`src/hdl/pll_cfg.svh`:
```
// offsets, field positions, reset values and widths of the clock synthesizer control
`ifndef PLL_CFG_SVH
`define PLL_CFG_SVH
`define ADDR_W 4
`define ADDR_STANDBY 4'h0
`define ADDR_OSC_BIAS 4'h1
`define ADDR_REF_HIGH 4'h2
`define ADDR_REF_LOW 4'h3
`define ADDR_FB_HIGH 4'h4
`define ADDR_FB_LOW 4'h5
`define ADDR_PUMP_CTRL 4'h6
`define ADDR_FA_HIGH 4'h7
`define ADDR_FA_LOW 4'h8
`define RST_STANDBY 8'hFF
`define RST_OSC_BIAS 2'h0
`define RST_REF_HIGH 6'h00
`define RST_REF_LOW 8'h38
`define RST_FB_HIGH 5'h00
`define RST_FB_LOW 8'h3C
`define RST_PUMP_CODE 3'h0
`define RST_FA_HIGH 4'h0
`define RST_FA_LOW 8'h04
`define SYNTH_SLEEP_BIT 2
`define OSC_SLEEP_BIT 1
`define OSC_BIAS_LSB 2
`define OSC_BIAS_MSB 3
`define FAST_EN_BIT 6
`define PUMP_CODE_LSB 2
`define PUMP_CODE_MSB 4
`define REF_DIV_W 14
`define FB_DIV_W 13
`define FA_DIV_W 12
`define LEVEL_W 4
`define LEVEL_MAX 4'h8
`define LEVEL_FA_FLOOR 4'h2
`endif

```
`src/hdl/pll_pkg.sv`:
```
// types shared by the clock synthesizer control files
package pll_pkg;
    typedef enum logic [1:0] {PFD_IDLE, PFD_UP, PFD_DOWN} pfd_state_type;
    typedef logic [7:0] byte_type;
endpackage

```
`src/hdl/edge_divider.sv`:
```
// programmable divider: one pulse every divValue input edges
`include "pll_cfg.svh"
module edge_divider #(
    parameter int WIDTH = 14
) (
    input wire logic clk,
    input wire logic rstN,
    input wire logic enable,
    input wire logic edgeIn,
    input wire logic [WIDTH-1:0] divValue,
    output logic pulse
);
    logic [WIDTH-1:0] count_r;
    logic [WIDTH-1:0] count_nxt;
    wire terminal = (count_r <= WIDTH'(1));

    // reload from the full divide value on terminal count
    assign count_nxt = !enable ? divValue :
                       (edgeIn ? (terminal ? divValue : count_r - WIDTH'(1)) : count_r);

    always_ff @(posedge clk or negedge rstN) begin
        if (!rstN) begin
            count_r <= '0;
            pulse <= 1'b0;
        end else begin
            count_r <= count_nxt;
            pulse <= enable && edgeIn && terminal;
        end
    end

    property p_reload;
        @(posedge clk) disable iff (!rstN)
        (enable && edgeIn && terminal) |=> (count_r == $past(divValue) && pulse);
    endproperty
    a_reload: assert property (p_reload) else $error("divider did not reload");

    property p_noIdlePulse;
        @(posedge clk) disable iff (!rstN)
        !(enable && edgeIn) |=> !pulse;
    endproperty
    a_noIdlePulse: assert property (p_noIdlePulse) else $error("pulse without edge");
endmodule

```
`src/hdl/integer_n_clock_pll_control.sv`:
```
// digital control of the integer-n clock synthesizer: registers, dividers, detector, pump
// Notes on behaviour
// - feedback path divides vco directly, no prescaler
// - reference 14 bits, feedback 13 bits wide
// - locked output equals ref times n over r
// - dividers accept inputs up to 26 mhz
// - pump current is code plus one steps
// - fast acquire divisor sets pump boost timing
// - fast acquire enable raises pump current automatically
// - synth sleep bit disables the synthesizer
// - oscillator bias has four settings, two bits
// - reset values ff, zero, 38, zero
// - divisor divides reference to form period t
// - pulse over k periods gives k+1, max eight
// - boost only raises; code zero floor twice
// - divided reference compared with divided vco
`include "pll_cfg.svh"
module integer_n_clock_pll_control (
    input wire logic clk,
    input wire logic rst_b,
    input wire logic [`ADDR_W-1:0] regAddr,
    input wire pll_pkg::byte_type regWrData,
    input wire logic regWrEn,
    output pll_pkg::byte_type regRdData,
    input wire logic refIn,
    input wire logic vcoIn,
    output logic pumpUp,
    output logic pumpDown,
    output logic [`LEVEL_W-1:0] pumpLevel,
    output logic [1:0] oscBias,
    output logic synthEnable,
    output logic oscEnable
);
    import pll_pkg::*;

    // ----------------------------------------
    // reset release
    // ----------------------------------------
    logic rstMeta_r;
    logic rstN;
    always_ff @(posedge clk or negedge rst_b) begin
        if (!rst_b) begin
            rstMeta_r <= 1'b0;
            rstN <= 1'b0;
        end else begin
            rstMeta_r <= 1'b1;
            rstN <= rstMeta_r;
        end
    end

    // ----------------------------------------
    // register file
    // ----------------------------------------
    byte_type standby_r;
    logic [1:0] oscBias_r;
    logic [5:0] refHigh_r;
    byte_type refLow_r;
    logic [4:0] fbHigh_r;
    byte_type fbLow_r;
    logic fastEn_r;
    logic [2:0] pumpCode_r;
    logic [3:0] faHigh_r;
    byte_type faLow_r;
    byte_type rdMux;

    wire wrStandby = regWrEn && (regAddr == `ADDR_STANDBY);
    wire wrBias = regWrEn && (regAddr == `ADDR_OSC_BIAS);
    wire wrPump = regWrEn && (regAddr == `ADDR_PUMP_CTRL);

    always_ff @(posedge clk or negedge rstN) begin
        if (!rstN) begin
            standby_r <= `RST_STANDBY;
            oscBias_r <= `RST_OSC_BIAS;
            refHigh_r <= `RST_REF_HIGH;
            refLow_r <= `RST_REF_LOW;
            fbHigh_r <= `RST_FB_HIGH;
            fbLow_r <= `RST_FB_LOW;
            fastEn_r <= 1'b0;
            pumpCode_r <= `RST_PUMP_CODE;
            faHigh_r <= `RST_FA_HIGH;
            faLow_r <= `RST_FA_LOW;
        end else if (regWrEn) begin
            unique case (regAddr)
                `ADDR_STANDBY: standby_r <= regWrData;
                `ADDR_OSC_BIAS: oscBias_r <= regWrData[`OSC_BIAS_MSB:`OSC_BIAS_LSB];
                `ADDR_REF_HIGH: refHigh_r <= regWrData[5:0];
                `ADDR_REF_LOW: refLow_r <= regWrData;
                `ADDR_FB_HIGH: fbHigh_r <= regWrData[4:0];
                `ADDR_FB_LOW: fbLow_r <= regWrData;
                `ADDR_PUMP_CTRL: begin
                    fastEn_r <= regWrData[`FAST_EN_BIT];
                    pumpCode_r <= regWrData[`PUMP_CODE_MSB:`PUMP_CODE_LSB];
                end
                `ADDR_FA_HIGH: faHigh_r <= regWrData[3:0];
                `ADDR_FA_LOW: faLow_r <= regWrData;
                default: ;
            endcase
        end
    end

    // unmapped addresses read zero
    assign rdMux =
        (regAddr == `ADDR_STANDBY) ? standby_r :
        (regAddr == `ADDR_OSC_BIAS) ? {4'h0, oscBias_r, 2'h0} :
        (regAddr == `ADDR_REF_HIGH) ? {2'h0, refHigh_r} :
        (regAddr == `ADDR_REF_LOW) ? refLow_r :
        (regAddr == `ADDR_FB_HIGH) ? {3'h0, fbHigh_r} :
        (regAddr == `ADDR_FB_LOW) ? fbLow_r :
        (regAddr == `ADDR_PUMP_CTRL) ? {1'b0, fastEn_r, 1'b0, pumpCode_r, 2'h0} :
        (regAddr == `ADDR_FA_HIGH) ? {4'h0, faHigh_r} :
        (regAddr == `ADDR_FA_LOW) ? faLow_r : 8'h00;

    always_ff @(posedge clk or negedge rstN) begin
        if (!rstN) begin
            regRdData <= 8'h00;
        end else begin
            regRdData <= rdMux;
        end
    end

    // ----------------------------------------
    // standby and oscillator controls
    // ----------------------------------------
    wire synthOn = !standby_r[`SYNTH_SLEEP_BIT];
    assign synthEnable = synthOn;
    assign oscEnable = !standby_r[`OSC_SLEEP_BIT];
    assign oscBias = oscBias_r;

    // ----------------------------------------
    // dividers
    // ----------------------------------------
    logic refPrev_r;
    logic vcoPrev_r;
    always_ff @(posedge clk or negedge rstN) begin
        if (!rstN) begin
            refPrev_r <= 1'b0;
            vcoPrev_r <= 1'b0;
        end else begin
            refPrev_r <= refIn;
            vcoPrev_r <= vcoIn;
        end
    end
    // one edge per two clocks at most, so 26 mhz inputs need a faster clk
    wire refRise = refIn && !refPrev_r;
    wire vcoRise = vcoIn && !vcoPrev_r;

    wire [`REF_DIV_W-1:0] refDivValue = {refHigh_r, refLow_r};
    wire [`FB_DIV_W-1:0] fbDivValue = {fbHigh_r, fbLow_r};
    wire [`FA_DIV_W-1:0] faDivValue = {faHigh_r, faLow_r};
    logic refPulse;
    logic fbPulse;
    logic faTick;

    edge_divider #(.WIDTH(`REF_DIV_W)) refDivider (
        .clk(clk), .rstN(rstN), .enable(synthOn), .edgeIn(refRise),
        .divValue(refDivValue), .pulse(refPulse)
    );
    // vco edges go straight into the n divider
    edge_divider #(.WIDTH(`FB_DIV_W)) fbDivider (
        .clk(clk), .rstN(rstN), .enable(synthOn), .edgeIn(vcoRise),
        .divValue(fbDivValue), .pulse(fbPulse)
    );
    edge_divider #(.WIDTH(`FA_DIV_W)) faDivider (
        .clk(clk), .rstN(rstN), .enable(synthOn), .edgeIn(refRise),
        .divValue(faDivValue), .pulse(faTick)
    );

    // ----------------------------------------
    // phase/frequency detector
    // ----------------------------------------
    pfd_state_type pfdState_r;
    pfd_state_type pfdState_nxt;
    // locking drives fb rate to ref rate, giving f_out = f_ref * n / r
    always_comb begin
        pfdState_nxt = pfdState_r;
        unique case (pfdState_r)
            PFD_IDLE: begin
                if (refPulse && !fbPulse) pfdState_nxt = PFD_UP;
                else if (fbPulse && !refPulse) pfdState_nxt = PFD_DOWN;
            end
            PFD_UP: if (fbPulse) pfdState_nxt = PFD_IDLE;
            PFD_DOWN: if (refPulse) pfdState_nxt = PFD_IDLE;
        endcase
        if (!synthOn) pfdState_nxt = PFD_IDLE;
    end
    always_ff @(posedge clk or negedge rstN) begin
        if (!rstN) pfdState_r <= PFD_IDLE;
        else pfdState_r <= pfdState_nxt;
    end
    assign pumpUp = (pfdState_r == PFD_UP);
    assign pumpDown = (pfdState_r == PFD_DOWN);

    // ----------------------------------------
    // charge pump level and fast acquire
    // ----------------------------------------
    logic [`LEVEL_W-1:0] widthCnt_r;
    logic [`LEVEL_W-1:0] boost_r;
    logic [`LEVEL_W-1:0] level_nxt;
    wire pfdActive = pumpUp || pumpDown;
    wire pfdEnd = pfdActive && (pfdState_nxt == PFD_IDLE);
    wire [`LEVEL_W-1:0] nominal = {1'b0, pumpCode_r} + `LEVEL_W'(1);
    wire [`LEVEL_W-1:0] widthLevel = (widthCnt_r >= `LEVEL_MAX - `LEVEL_W'(1)) ?
                                     `LEVEL_MAX : widthCnt_r + `LEVEL_W'(1);
    wire [`LEVEL_W-1:0] faLevel = (boost_r > `LEVEL_FA_FLOOR) ? boost_r : `LEVEL_FA_FLOOR;
    assign level_nxt = (fastEn_r && faLevel > nominal) ? faLevel : nominal;

    always_ff @(posedge clk or negedge rstN) begin
        if (!rstN) begin
            widthCnt_r <= '0;
            boost_r <= `LEVEL_W'(1);
            pumpLevel <= `LEVEL_W'(1);
        end else begin
            if (pfdEnd) widthCnt_r <= '0;
            else if (pfdActive && faTick && widthCnt_r != `LEVEL_MAX) widthCnt_r <= widthCnt_r + `LEVEL_W'(1);
            if (pfdEnd) boost_r <= widthLevel;
            pumpLevel <= level_nxt;
        end
    end

    // ----------------------------------------
    // checks
    // ----------------------------------------
    property p_resetValues;
        @(posedge clk) $rose(rstN) |-> (standby_r == `RST_STANDBY && refLow_r == `RST_REF_LOW
            && refHigh_r == `RST_REF_HIGH && fbHigh_r == `RST_FB_HIGH);
    endproperty
    a_resetValues: assert property (p_resetValues) else $error("bad reset values");

    property p_sleepQuiet;
        @(posedge clk) disable iff (!rstN)
        !synthOn |=> !(pumpUp || pumpDown);
    endproperty
    a_sleepQuiet: assert property (p_sleepQuiet) else $error("pump active in standby");

    property p_upCause;
        @(posedge clk) disable iff (!rstN)
        $rose(pumpUp) |-> $past(refPulse) && !$past(fbPulse);
    endproperty
    a_upCause: assert property (p_upCause) else $error("up without reference pulse");

    property p_nominal;
        @(posedge clk) disable iff (!rstN)
        (!fastEn_r && $stable(pumpCode_r)) |=> pumpLevel == {1'b0, $past(pumpCode_r)} + 4'h1;
    endproperty
    a_nominal: assert property (p_nominal) else $error("pump level not code plus one");

    property p_floor;
        @(posedge clk) disable iff (!rstN)
        (fastEn_r && pumpCode_r == 3'h0) |=> pumpLevel >= `LEVEL_FA_FLOOR;
    endproperty
    a_floor: assert property (p_floor) else $error("fast acquire floor missed");

    property p_cap;
        @(posedge clk) disable iff (!rstN)
        pumpLevel <= `LEVEL_MAX && pumpLevel != 4'h0;
    endproperty
    a_cap: assert property (p_cap) else $error("pump level out of range");

    property p_boost;
        @(posedge clk) disable iff (!rstN)
        (pfdEnd && widthCnt_r == 4'h2) |=> boost_r == 4'h3;
    endproperty
    a_boost: assert property (p_boost) else $error("boost not width plus one");

    property p_biasWrite;
        @(posedge clk) disable iff (!rstN)
        wrBias |=> oscBias == $past(regWrData[`OSC_BIAS_MSB:`OSC_BIAS_LSB]);
    endproperty
    a_biasWrite: assert property (p_biasWrite) else $error("bias field not written");

    property p_oscSleep;
        @(posedge clk) disable iff (!rstN)
        (wrStandby && regWrData[`OSC_SLEEP_BIT]) |=> !oscEnable;
    endproperty
    a_oscSleep: assert property (p_oscSleep) else $error("oscillator not put to sleep");

    property p_pumpWrite;
        @(posedge clk) disable iff (!rstN)
        (wrPump && !regWrData[`FAST_EN_BIT]) |=> ##1 pumpLevel ==
            {1'b0, $past(regWrData[`PUMP_CODE_MSB:`PUMP_CODE_LSB], 2)} + 4'h1;
    endproperty
    a_pumpWrite: assert property (p_pumpWrite) else $error("code write not applied");
endmodule

```
`config.mk`:
```
export PLATFORM = sky130hd
export DESIGN_NAME = integer_n_clock_pll_control
export DESIGN_NICKNAME = d
export VERILOG_FILES = /design/src/hdl/pll_pkg.sv /design/src/hdl/edge_divider.sv /design/src/hdl/integer_n_clock_pll_control.sv
export VERILOG_INCLUDE_DIRS = /design/src /design/src/hdl
export SDC_FILE = /design/constraint.sdc
export NUM_CORES = 1
export LEC_CHECK = 0
export BUFFER_PORTS_ARGS = -buffer_cell sky130_fd_sc_hd__buf_2
export CAP_MARGIN = 20
export CORE_MARGIN = 3
export CORE_UTILIZATION = 56
export DETAILED_ROUTE_END_ITERATION = 10
export GPL_ROUTABILITY_DRIVEN = 0
export PLACE_DENSITY = 0.8
export SLEW_MARGIN = 5
export SYNTH_ARGS = -nofsm -noshare
export SYNTH_HDL_FRONTEND = slang
export SYNTH_HIERARCHICAL = 1
export SYNTH_SLANG_ARGS = --single-unit
export TNS_END_PERCENT = 30
```
`constraint.sdc`:
```
create_clock -name clk -period 3.9 [get_ports clk]
set_input_delay 1.17 -clock clk [delete_from_list [all_inputs] [get_ports clk]]
set_output_delay 1.17 -clock clk [all_outputs]
set_load 0.02 [all_outputs]
```
==> results.md, run 1 <==
- Status: complete, no violations
- Final Critical Period: 2750 ps
- Post-DP HPWL: 11600 um
- Critical Path, Cell by Cell: inv_1 > buf_2
- Die height: 116 um
- Sequential share of the synthesized area: 45.0%
- Worst-path clk slew: 60 ps
- Worst slew margin: 37.7%
- Setup WS pre-CTS: 957 ps
- Xor and xnor fraction of the mapped netlist area: 0.646%
- Postcts setup bufs: 0
- Synth Area in Compound Gates: 15.8%
- Crit path max-delay cell type: dfstp_2
- Commonest cells in the netlist: dfrtp_1 (103), mux2_2 (61), nand2_1 (41), inv_1 (36), o21ai_0 (30)
- First-pass detailed-route iteration total: 6
- RSZ-0062 raised after global routing: false
- First-pass GRT wire length: 27400 um
- Initial core utilization: 58.3%
- Mux contribution to synthesized area: 12.7%
- IO Pins: 35
- Ys async rst share: 100%
- Flops & latches, synth: 121
- Simple-gate share of the synthesized area: 18.4%
- Avg Cell Area, Syn: 10.5 um^2
- CTS Hold Bufs: 0
- Clk sinks: 121
- Count leader, synth: dfrtp_1
- Worst min path class: flop to async pin
- CP Max Fanout: 16
- Slowest stage delay, CP: 580 ps
- RR Startpoint: faDivider/count_r[4]$_DFFE_PN0P_
- DR DRC count: 0
- Hold Fails Final Rpt: 0
- Die X: 116 um
- Clock Skew: 9.54 ps
- Final worst-path cycle share: 70.5%
- Routed len/inst: 20.3 um
- Worst skew pair latency: 420 ps
- Yosys top cell by area: dfrtp_1
- Post-layout net count: 705
- H-tree levels: 4
- Worst Setup Path Type: flop to output pin
- Core area: 11600 um^2
- CTS tree: yes
- Top cell type's share of synthesized area: 38.0%
- Finished Core Util: 65.8%
- Layout area overhead: 12.8%
- Fmax: 0.363 GHz
- Mapped cell area: 6770 um^2
- Synth Flop Type: dfrtp_1
- ANT cells: 0
- Register-to-register setup slack: 1280 ps
- CP arrival: 1580 ps
- Synth top area cells: dfrtp_1 (38%), mux2_2 (10%), dfstp_2 (7.0%)
- Slew Viols, Final: 0
- Initial antenna violation count: 0
- # port buffers: 34
- R2R cell count: 4
- Post-DRT Antenna Nets: 0
- Worst hold margin: 314 ps
- Maximum clock path buffer count: 2
- Max-Cap Viols: 0
- Grt ovf: 0
- Synth Area in Adders: 3.07%
- Fill cells: 868
- Initial DRC count: 764
- Post-CTS resize count: 0
- Post-Syn Nets: 676
- Routed WL: 16900 um
- Pwr/cell area: 667 nW/um^2
- Layout cell share with drive strength beyond 1: 27.0%
- Worst Tran Pin Value: 931 ps
- Post-synth EDFFs: 0
- Max VDD drop: 0.413 mV
- R2r endpoint: faDivider/count_r[5]$_DFFE_PN0P_
- GRT Total Usage: 26.6%
- Main combinational cell family by area after synthesis: simple AND/OR/NAND/NOR gates
- Setup violators final: 0
- CTS Root Cell: clkbuf_16
- Distinct cells, synth: 90
- CP endpoint kind: output pin
- Fin Setup TNS: 0 ps
- Static Leak: 3.31 nW
- Required time of the critical path: 2730 ps
- FP Rows: 39
- Die ar.: 13500 um^2
- Via count: 5342
- Crit path launch type: flop
- Avg Vias per Cell: 6.44
- CTS Buf Count: 17
- Post-Syn Instances: 644
- Warnings from Yosys: 6
- Largest net degree at the start of global routing: 81
- Vias in the first global route: 5291
- Worst Setup Slack, final: 1150 ps
==> placed cells by master, fill, tap and decap left out, types with 4 or more instances in the layout <==
master,instances
dfrtp_1,102
mux2_2,61
nand2_1,41
inv_1,36
buf_2,34
o21ai_0,30
nor2_1,29
a21oi_1,29
nand3_1,28
dfstp_2,18
mux2i_1,17
clkbuf_16,17
ha_1,15
and3_1,12
nand2b_1,11
a22oi_1,10
nor2b_1,10
o22ai_1,8
o211ai_1,8
nand4_1,8
clkbuf_8,8
nor3_1,8
and2_1,7
or3_1,7
a31oi_1,6
a2bb2oi_1,6
nor4_1,6
o31ai_1,4
a221o_1,4
a32oi_1,4
a22o_1,4
buf_4,4
==> cell type report <==
class                   count  area (um^2)  share of cell area [%]
multi-input cells         456         3420                    44.8
flip-flops and latches    121         3050                    40.0
clock buffers              26          539                    7.06
repair buffers             39          220                    2.88
well taps                 143          179                    2.34
inverters                  38          143                    1.87
clock inverters             6         82.6                    1.08
==> worst max path at each step <==
stage | slack, ps | start | cells past startpoint | to
3_3_place_gp | 1060 | regAddr[2] | 5 | fbLow_r[0]$_DFFE_PN0P_
5_1_grt | 1040 | standby_r[2]$_DFFE_PN1P_ | 2 | synthEnable
2_1_floorplan | 310 | rstN$_DFF_PN0_ | 0 | boost_r[1]$_DFFE_PN0P_
6_report | 1150 | standby_r[2]$_DFFE_PN1P_ | 2 | synthEnable
3_5_place_dp | 960 | regAddr[2] | 5 | fbLow_r[0]$_DFFE_PN0P_
4_1_cts | 1120 | standby_r[2]$_DFFE_PN1P_ | 2 | synthEnable
==> power by group <==
part           total, mW  internal (mW)  leakage, nW  switching, mW
Clock               1.62           1.07        0.308          0.543
Sequential          2.08           1.64         1.46          0.432
Combinational       1.41          0.617         1.55          0.791
==> registers in the layout, indices dropped and copies added (netlist names), 3 cells and up <==
register,cells
refLow_r,8
pumpLevel,4
faDivider/count_r,12
fbLow_r,8
standby_r,8
boost_r,4
widthCnt_r,4
fbHigh_r,5
faHigh_r,4
refDivider/count_r,14
refHigh_r,6
regRdData,8
faLow_r,8
fbDivider/count_r,13
pumpCode_r,3
==> worst max-delay path: cells and delay by family, from the launching register on <==
| family | cells | cell delay, ps |
|---|---|---|
| buf+inv | 2 | 590 |
| flops | 1 | 580 |
==> logic make-up (layout without fill, tap and decap cells) <==
kind of cell / Yosys count / count (layout)
other: 1 / 1
and+or+nand+nor: 207 / 207
DFF: 121 / 121
buffers and inverters: 67 / 109
muxes: 78 / 78
adders and majority gates: 17 / 17
xor gates and xnor gates: 5 / 5
AOI/OAI and AO/OA: 148 / 148
==> layer usage <==
metal	global-route usage (%)	vias to the layer above	share of wire [%]
met4	10.4	0	2.6
met2	40.6	207	48
met1	36.0	2638	43
li1	-	2458	-
met3	7.78	39	6.4
met5	0	-	0
==> through the flow <==
step | power, mW | std cells | cell area (um^2)
after detailed placement | 3.44 | 796 | 7000
final | 5.10 | 829 | 7640
after floorplan | 3.05 | 644 | 6770
after global routing | 5.38 | 829 | 7640
after CTS | 5.09 | 828 | 7620
after global placement | 3.37 | 796 | 7000
Power figures use the tool's default switching activity.
==> run 2, diff against run 1 <==
Clock period 3.9 ns to 2.4 ns, I/O delays scaled along.
==> run 2 against run 1 <==
Against the previous run:
- clock power up 38%
- non-clock buffer count up 25
- cell count up 3.0%
- register-to-register slack worse by 1200 ps
- total power up 57%
- setup slack worse by 1100 ps
- first-iteration DRC count up 5.8%
==> results.md, run 2 (synthesis gave the netlist of run 1 again) <==
- Status: complete, no violations (unchanged)
- Crit path max-delay cell type: dfrtp_1 (was dfstp_2)
- Required time of the critical path: 2700 ps (was 2730 ps)
- Avg Vias per Cell: 6.48 (was 6.44)
- CP arrival: 2600 ps (was 1580 ps)
- Routed WL: 17300 um (was 16900 um)
- Worst slew margin: 53.3% (was 37.7%)
- Overall power: 8.02 mW (was 5.10 mW)
- Slowest stage delay, CP: 460 ps (was 580 ps)
- Max VDD drop: 0.614 mV (was 0.413 mV)
- Clk sinks: 121 (unchanged)
- Setup WS pre-CTS: 128 ps (was 957 ps)
- Buf+Inv Stages, Crit Path: 0 (was 2)
- Worst Tran Pin Value: 695 ps (was 931 ps)
- Vias in the first global route: 5623 (was 5291)
- Clock Skew: 9.96 ps (was 9.54 ps)
- Critical Path, Cell by Cell: ha_1 > xnor2_1 > ha_1 > a21oi_1 > o22ai_1 > o221a_2 > mux2_2 (was inv_1 > buf_2)
- Slew Viols, Final: 0 (unchanged)
- CTS tree: yes (unchanged)
- Layout cell share with drive strength beyond 1: 29.4% (was 27.0%)
- Worst skew pair latency: 430 ps (was 420 ps)
- Max-Cap Viols: 0 (unchanged)
- Setup violators final: 0 (unchanged)
- Worst Setup Slack, final: 97.6 ps (was 1150 ps)
- Fin Setup TNS: 0 ps (unchanged)
- Design area: 7740 um^2 (was 7640 um^2)
- Die X: 116 um (unchanged)
- Final worst-path cycle share: 95.9%
- GRT Total Usage: 27.6% (was 26.6%)
- Static Leak: 3.39 nW (was 3.31 nW)
- Post-place instance area: 7210 um^2 (was 7000 um^2)
- Initial core utilization: 58.3% (unchanged)
- Crit-path most repeated cell: ha_1
- CTS Buf Count: 17 (unchanged)
- Worst Setup Path Type: flop to flop (was flop to output pin)
- Worst min path class: primary input to async pin (was flop to async pin)
- Crit path launch type: flop (unchanged)
- Grt ovf: 0 (unchanged)
- Fmax: 0.434 GHz
- CP Launch Point: pumpCode_r[0]$_DFFE_PN0P_ (was standby_r[2]$_DFFE_PN1P_)
- H-tree levels: 4 (unchanged)
- Largest net degree at the start of global routing: 47 (was 81)
- Worst hold margin: 77.3 ps (was 314 ps)
- Worst-path clk slew: 50 ps (was 60 ps)
- Max reg flops: 14 (unchanged)
- CTS Root Cell: clkbuf_16 (unchanged)
- Largest Register: refDivider/count_r (unchanged)
- Initial antenna violation count: 0 (unchanged)
- Layout area overhead: 14.3% (was 12.8%)
- Pwr/cell area: 1040 nW/um^2 (was 667 nW/um^2)
- Die height: 116 um (unchanged)
- Maximum clock path buffer count: 2 (unchanged)
- Hold Fails Final Rpt: 0 (unchanged)
- RSZ-0062 raised after global routing: false (unchanged)
- Initial DRC count: 808 (was 764)
- ANT cells: 0 (unchanged)
- First-pass GRT wire length: 28700 um (was 27400 um)
- Post-DP HPWL: 12300 um (was 11600 um)
- FP Rows: 39 (unchanged)
- Post-DRT Antenna Nets: 0 (unchanged)
- Routed len/inst: 20.3 um (about the same)
- Fill cells: 888 (was 868)
- CP delay by family, top: adder cells (was buffers and inverters)
- Biggest regs: refDivider/count_r x14, fbDivider/count_r x13, faDivider/count_r x12 (unchanged)
- Via count: 5533 (was 5342)
- RR Startpoint: pumpCode_r[0]$_DFFE_PN0P_ (was faDivider/count_r[4]$_DFFE_PN0P_)
- CP endpoint kind: flop (was output pin)
- # port buffers: 34 (unchanged)
- Final Critical Period: 2300 ps
- IO Pins: 35 (unchanged)
- Core area: 11600 um^2 (unchanged)
- First-pass detailed-route iteration total: 5 (was 6)
- Die ar.: 13500 um^2 (unchanged)
- Most frequent cells in the layout: dfrtp_1 (102), mux2_2 (61), nand2_1 (41) (unchanged)
- DR DRC count: 0 (unchanged)
- Post-layout net count: 730 (was 705)
- Commonest non-fill, non-tap cell in the layout: dfrtp_1 (unchanged)
- CP Max Fanout: 5 (was 16)
## run 2: cell count changes in the layout (fill, tap and decap cells not counted), sizes merged
| cell | previous run | this run |
|---|---|---|
| bufinv | 2 | 0 |
| inv | 37 | 36 |
| buf | 39 | 64 |
| clkinv | 4 | 10 |
| clkbuf | 26 | 22 |
| clkinvlp | 1 | 2 |
## run 2: power by group
group | switching, mW | internal, mW | leakage, nW | total [mW]
clock | 0.884 | 1.35 | 0.263 | 2.23
combinational | 1.32 | 1.10 | 1.67 | 2.42
sequential | 0.695 | 2.67 | 1.46 | 3.37
total | 2.90 | 5.12 | 3.39 | 8.02
## run 2: repair_timing
item,CTS,global route
buffers inserted,1,0
resized for setup,1,0
endpoints found under the setup margin,1,0
hold buffers,0,0
## run 2: area by class of cell
type | count | area, um^2 | area share, %
multi-input cells | 456 | 3420 | 44.2
well taps | 143 | 179 | 2.31
flip-flops and latches | 121 | 3050 | 39.5
repair buffers | 64 | 420 | 5.43
inverters | 38 | 146 | 1.89
clock buffers | 22 | 464 | 6.00
clock inverters | 10 | 52.6 | 0.679
## run 2: path summary, 6_finish.rpt
kind                                                    end  slack, ps  cells after the start
max in group asynchronous          standby_r[7]$_DFFE_PN1P_       1390                      1
min in group clk                             rstN$_DFF_PN0_        360                      0
max                                  pumpLevel[1]$_DFF_PN0_        100                      7
max reg2reg                          pumpLevel[1]$_DFF_PN0_        100                      7
min                                     rstMeta_r$_DFF_PN0_         80                      1
min reg2reg                fbDivider/count_r[4]$_DFFE_PN0P_        290                      0
## run 2: metrics by stage
stage	instances	util (%)
floorplan	644	-
global route	854	66.7
finish	854	66.7
global placement	821	62.1
detailed placement	821	62.1
CTS	854	66.7
## run 2: layer usage
| layer | vias up | track usage (%) | wire [um] |
|---|---|---|---|
| met1 | 2728 | 36.3 | 7210 |
| met5 | - | 0 | 0 |
| met4 | 0 | 10.8 | 404 |
| li1 | 2507 | - | - |
| met2 | 261 | 44.3 | 8420 |
| met3 | 37 | 6.95 | 1290 |
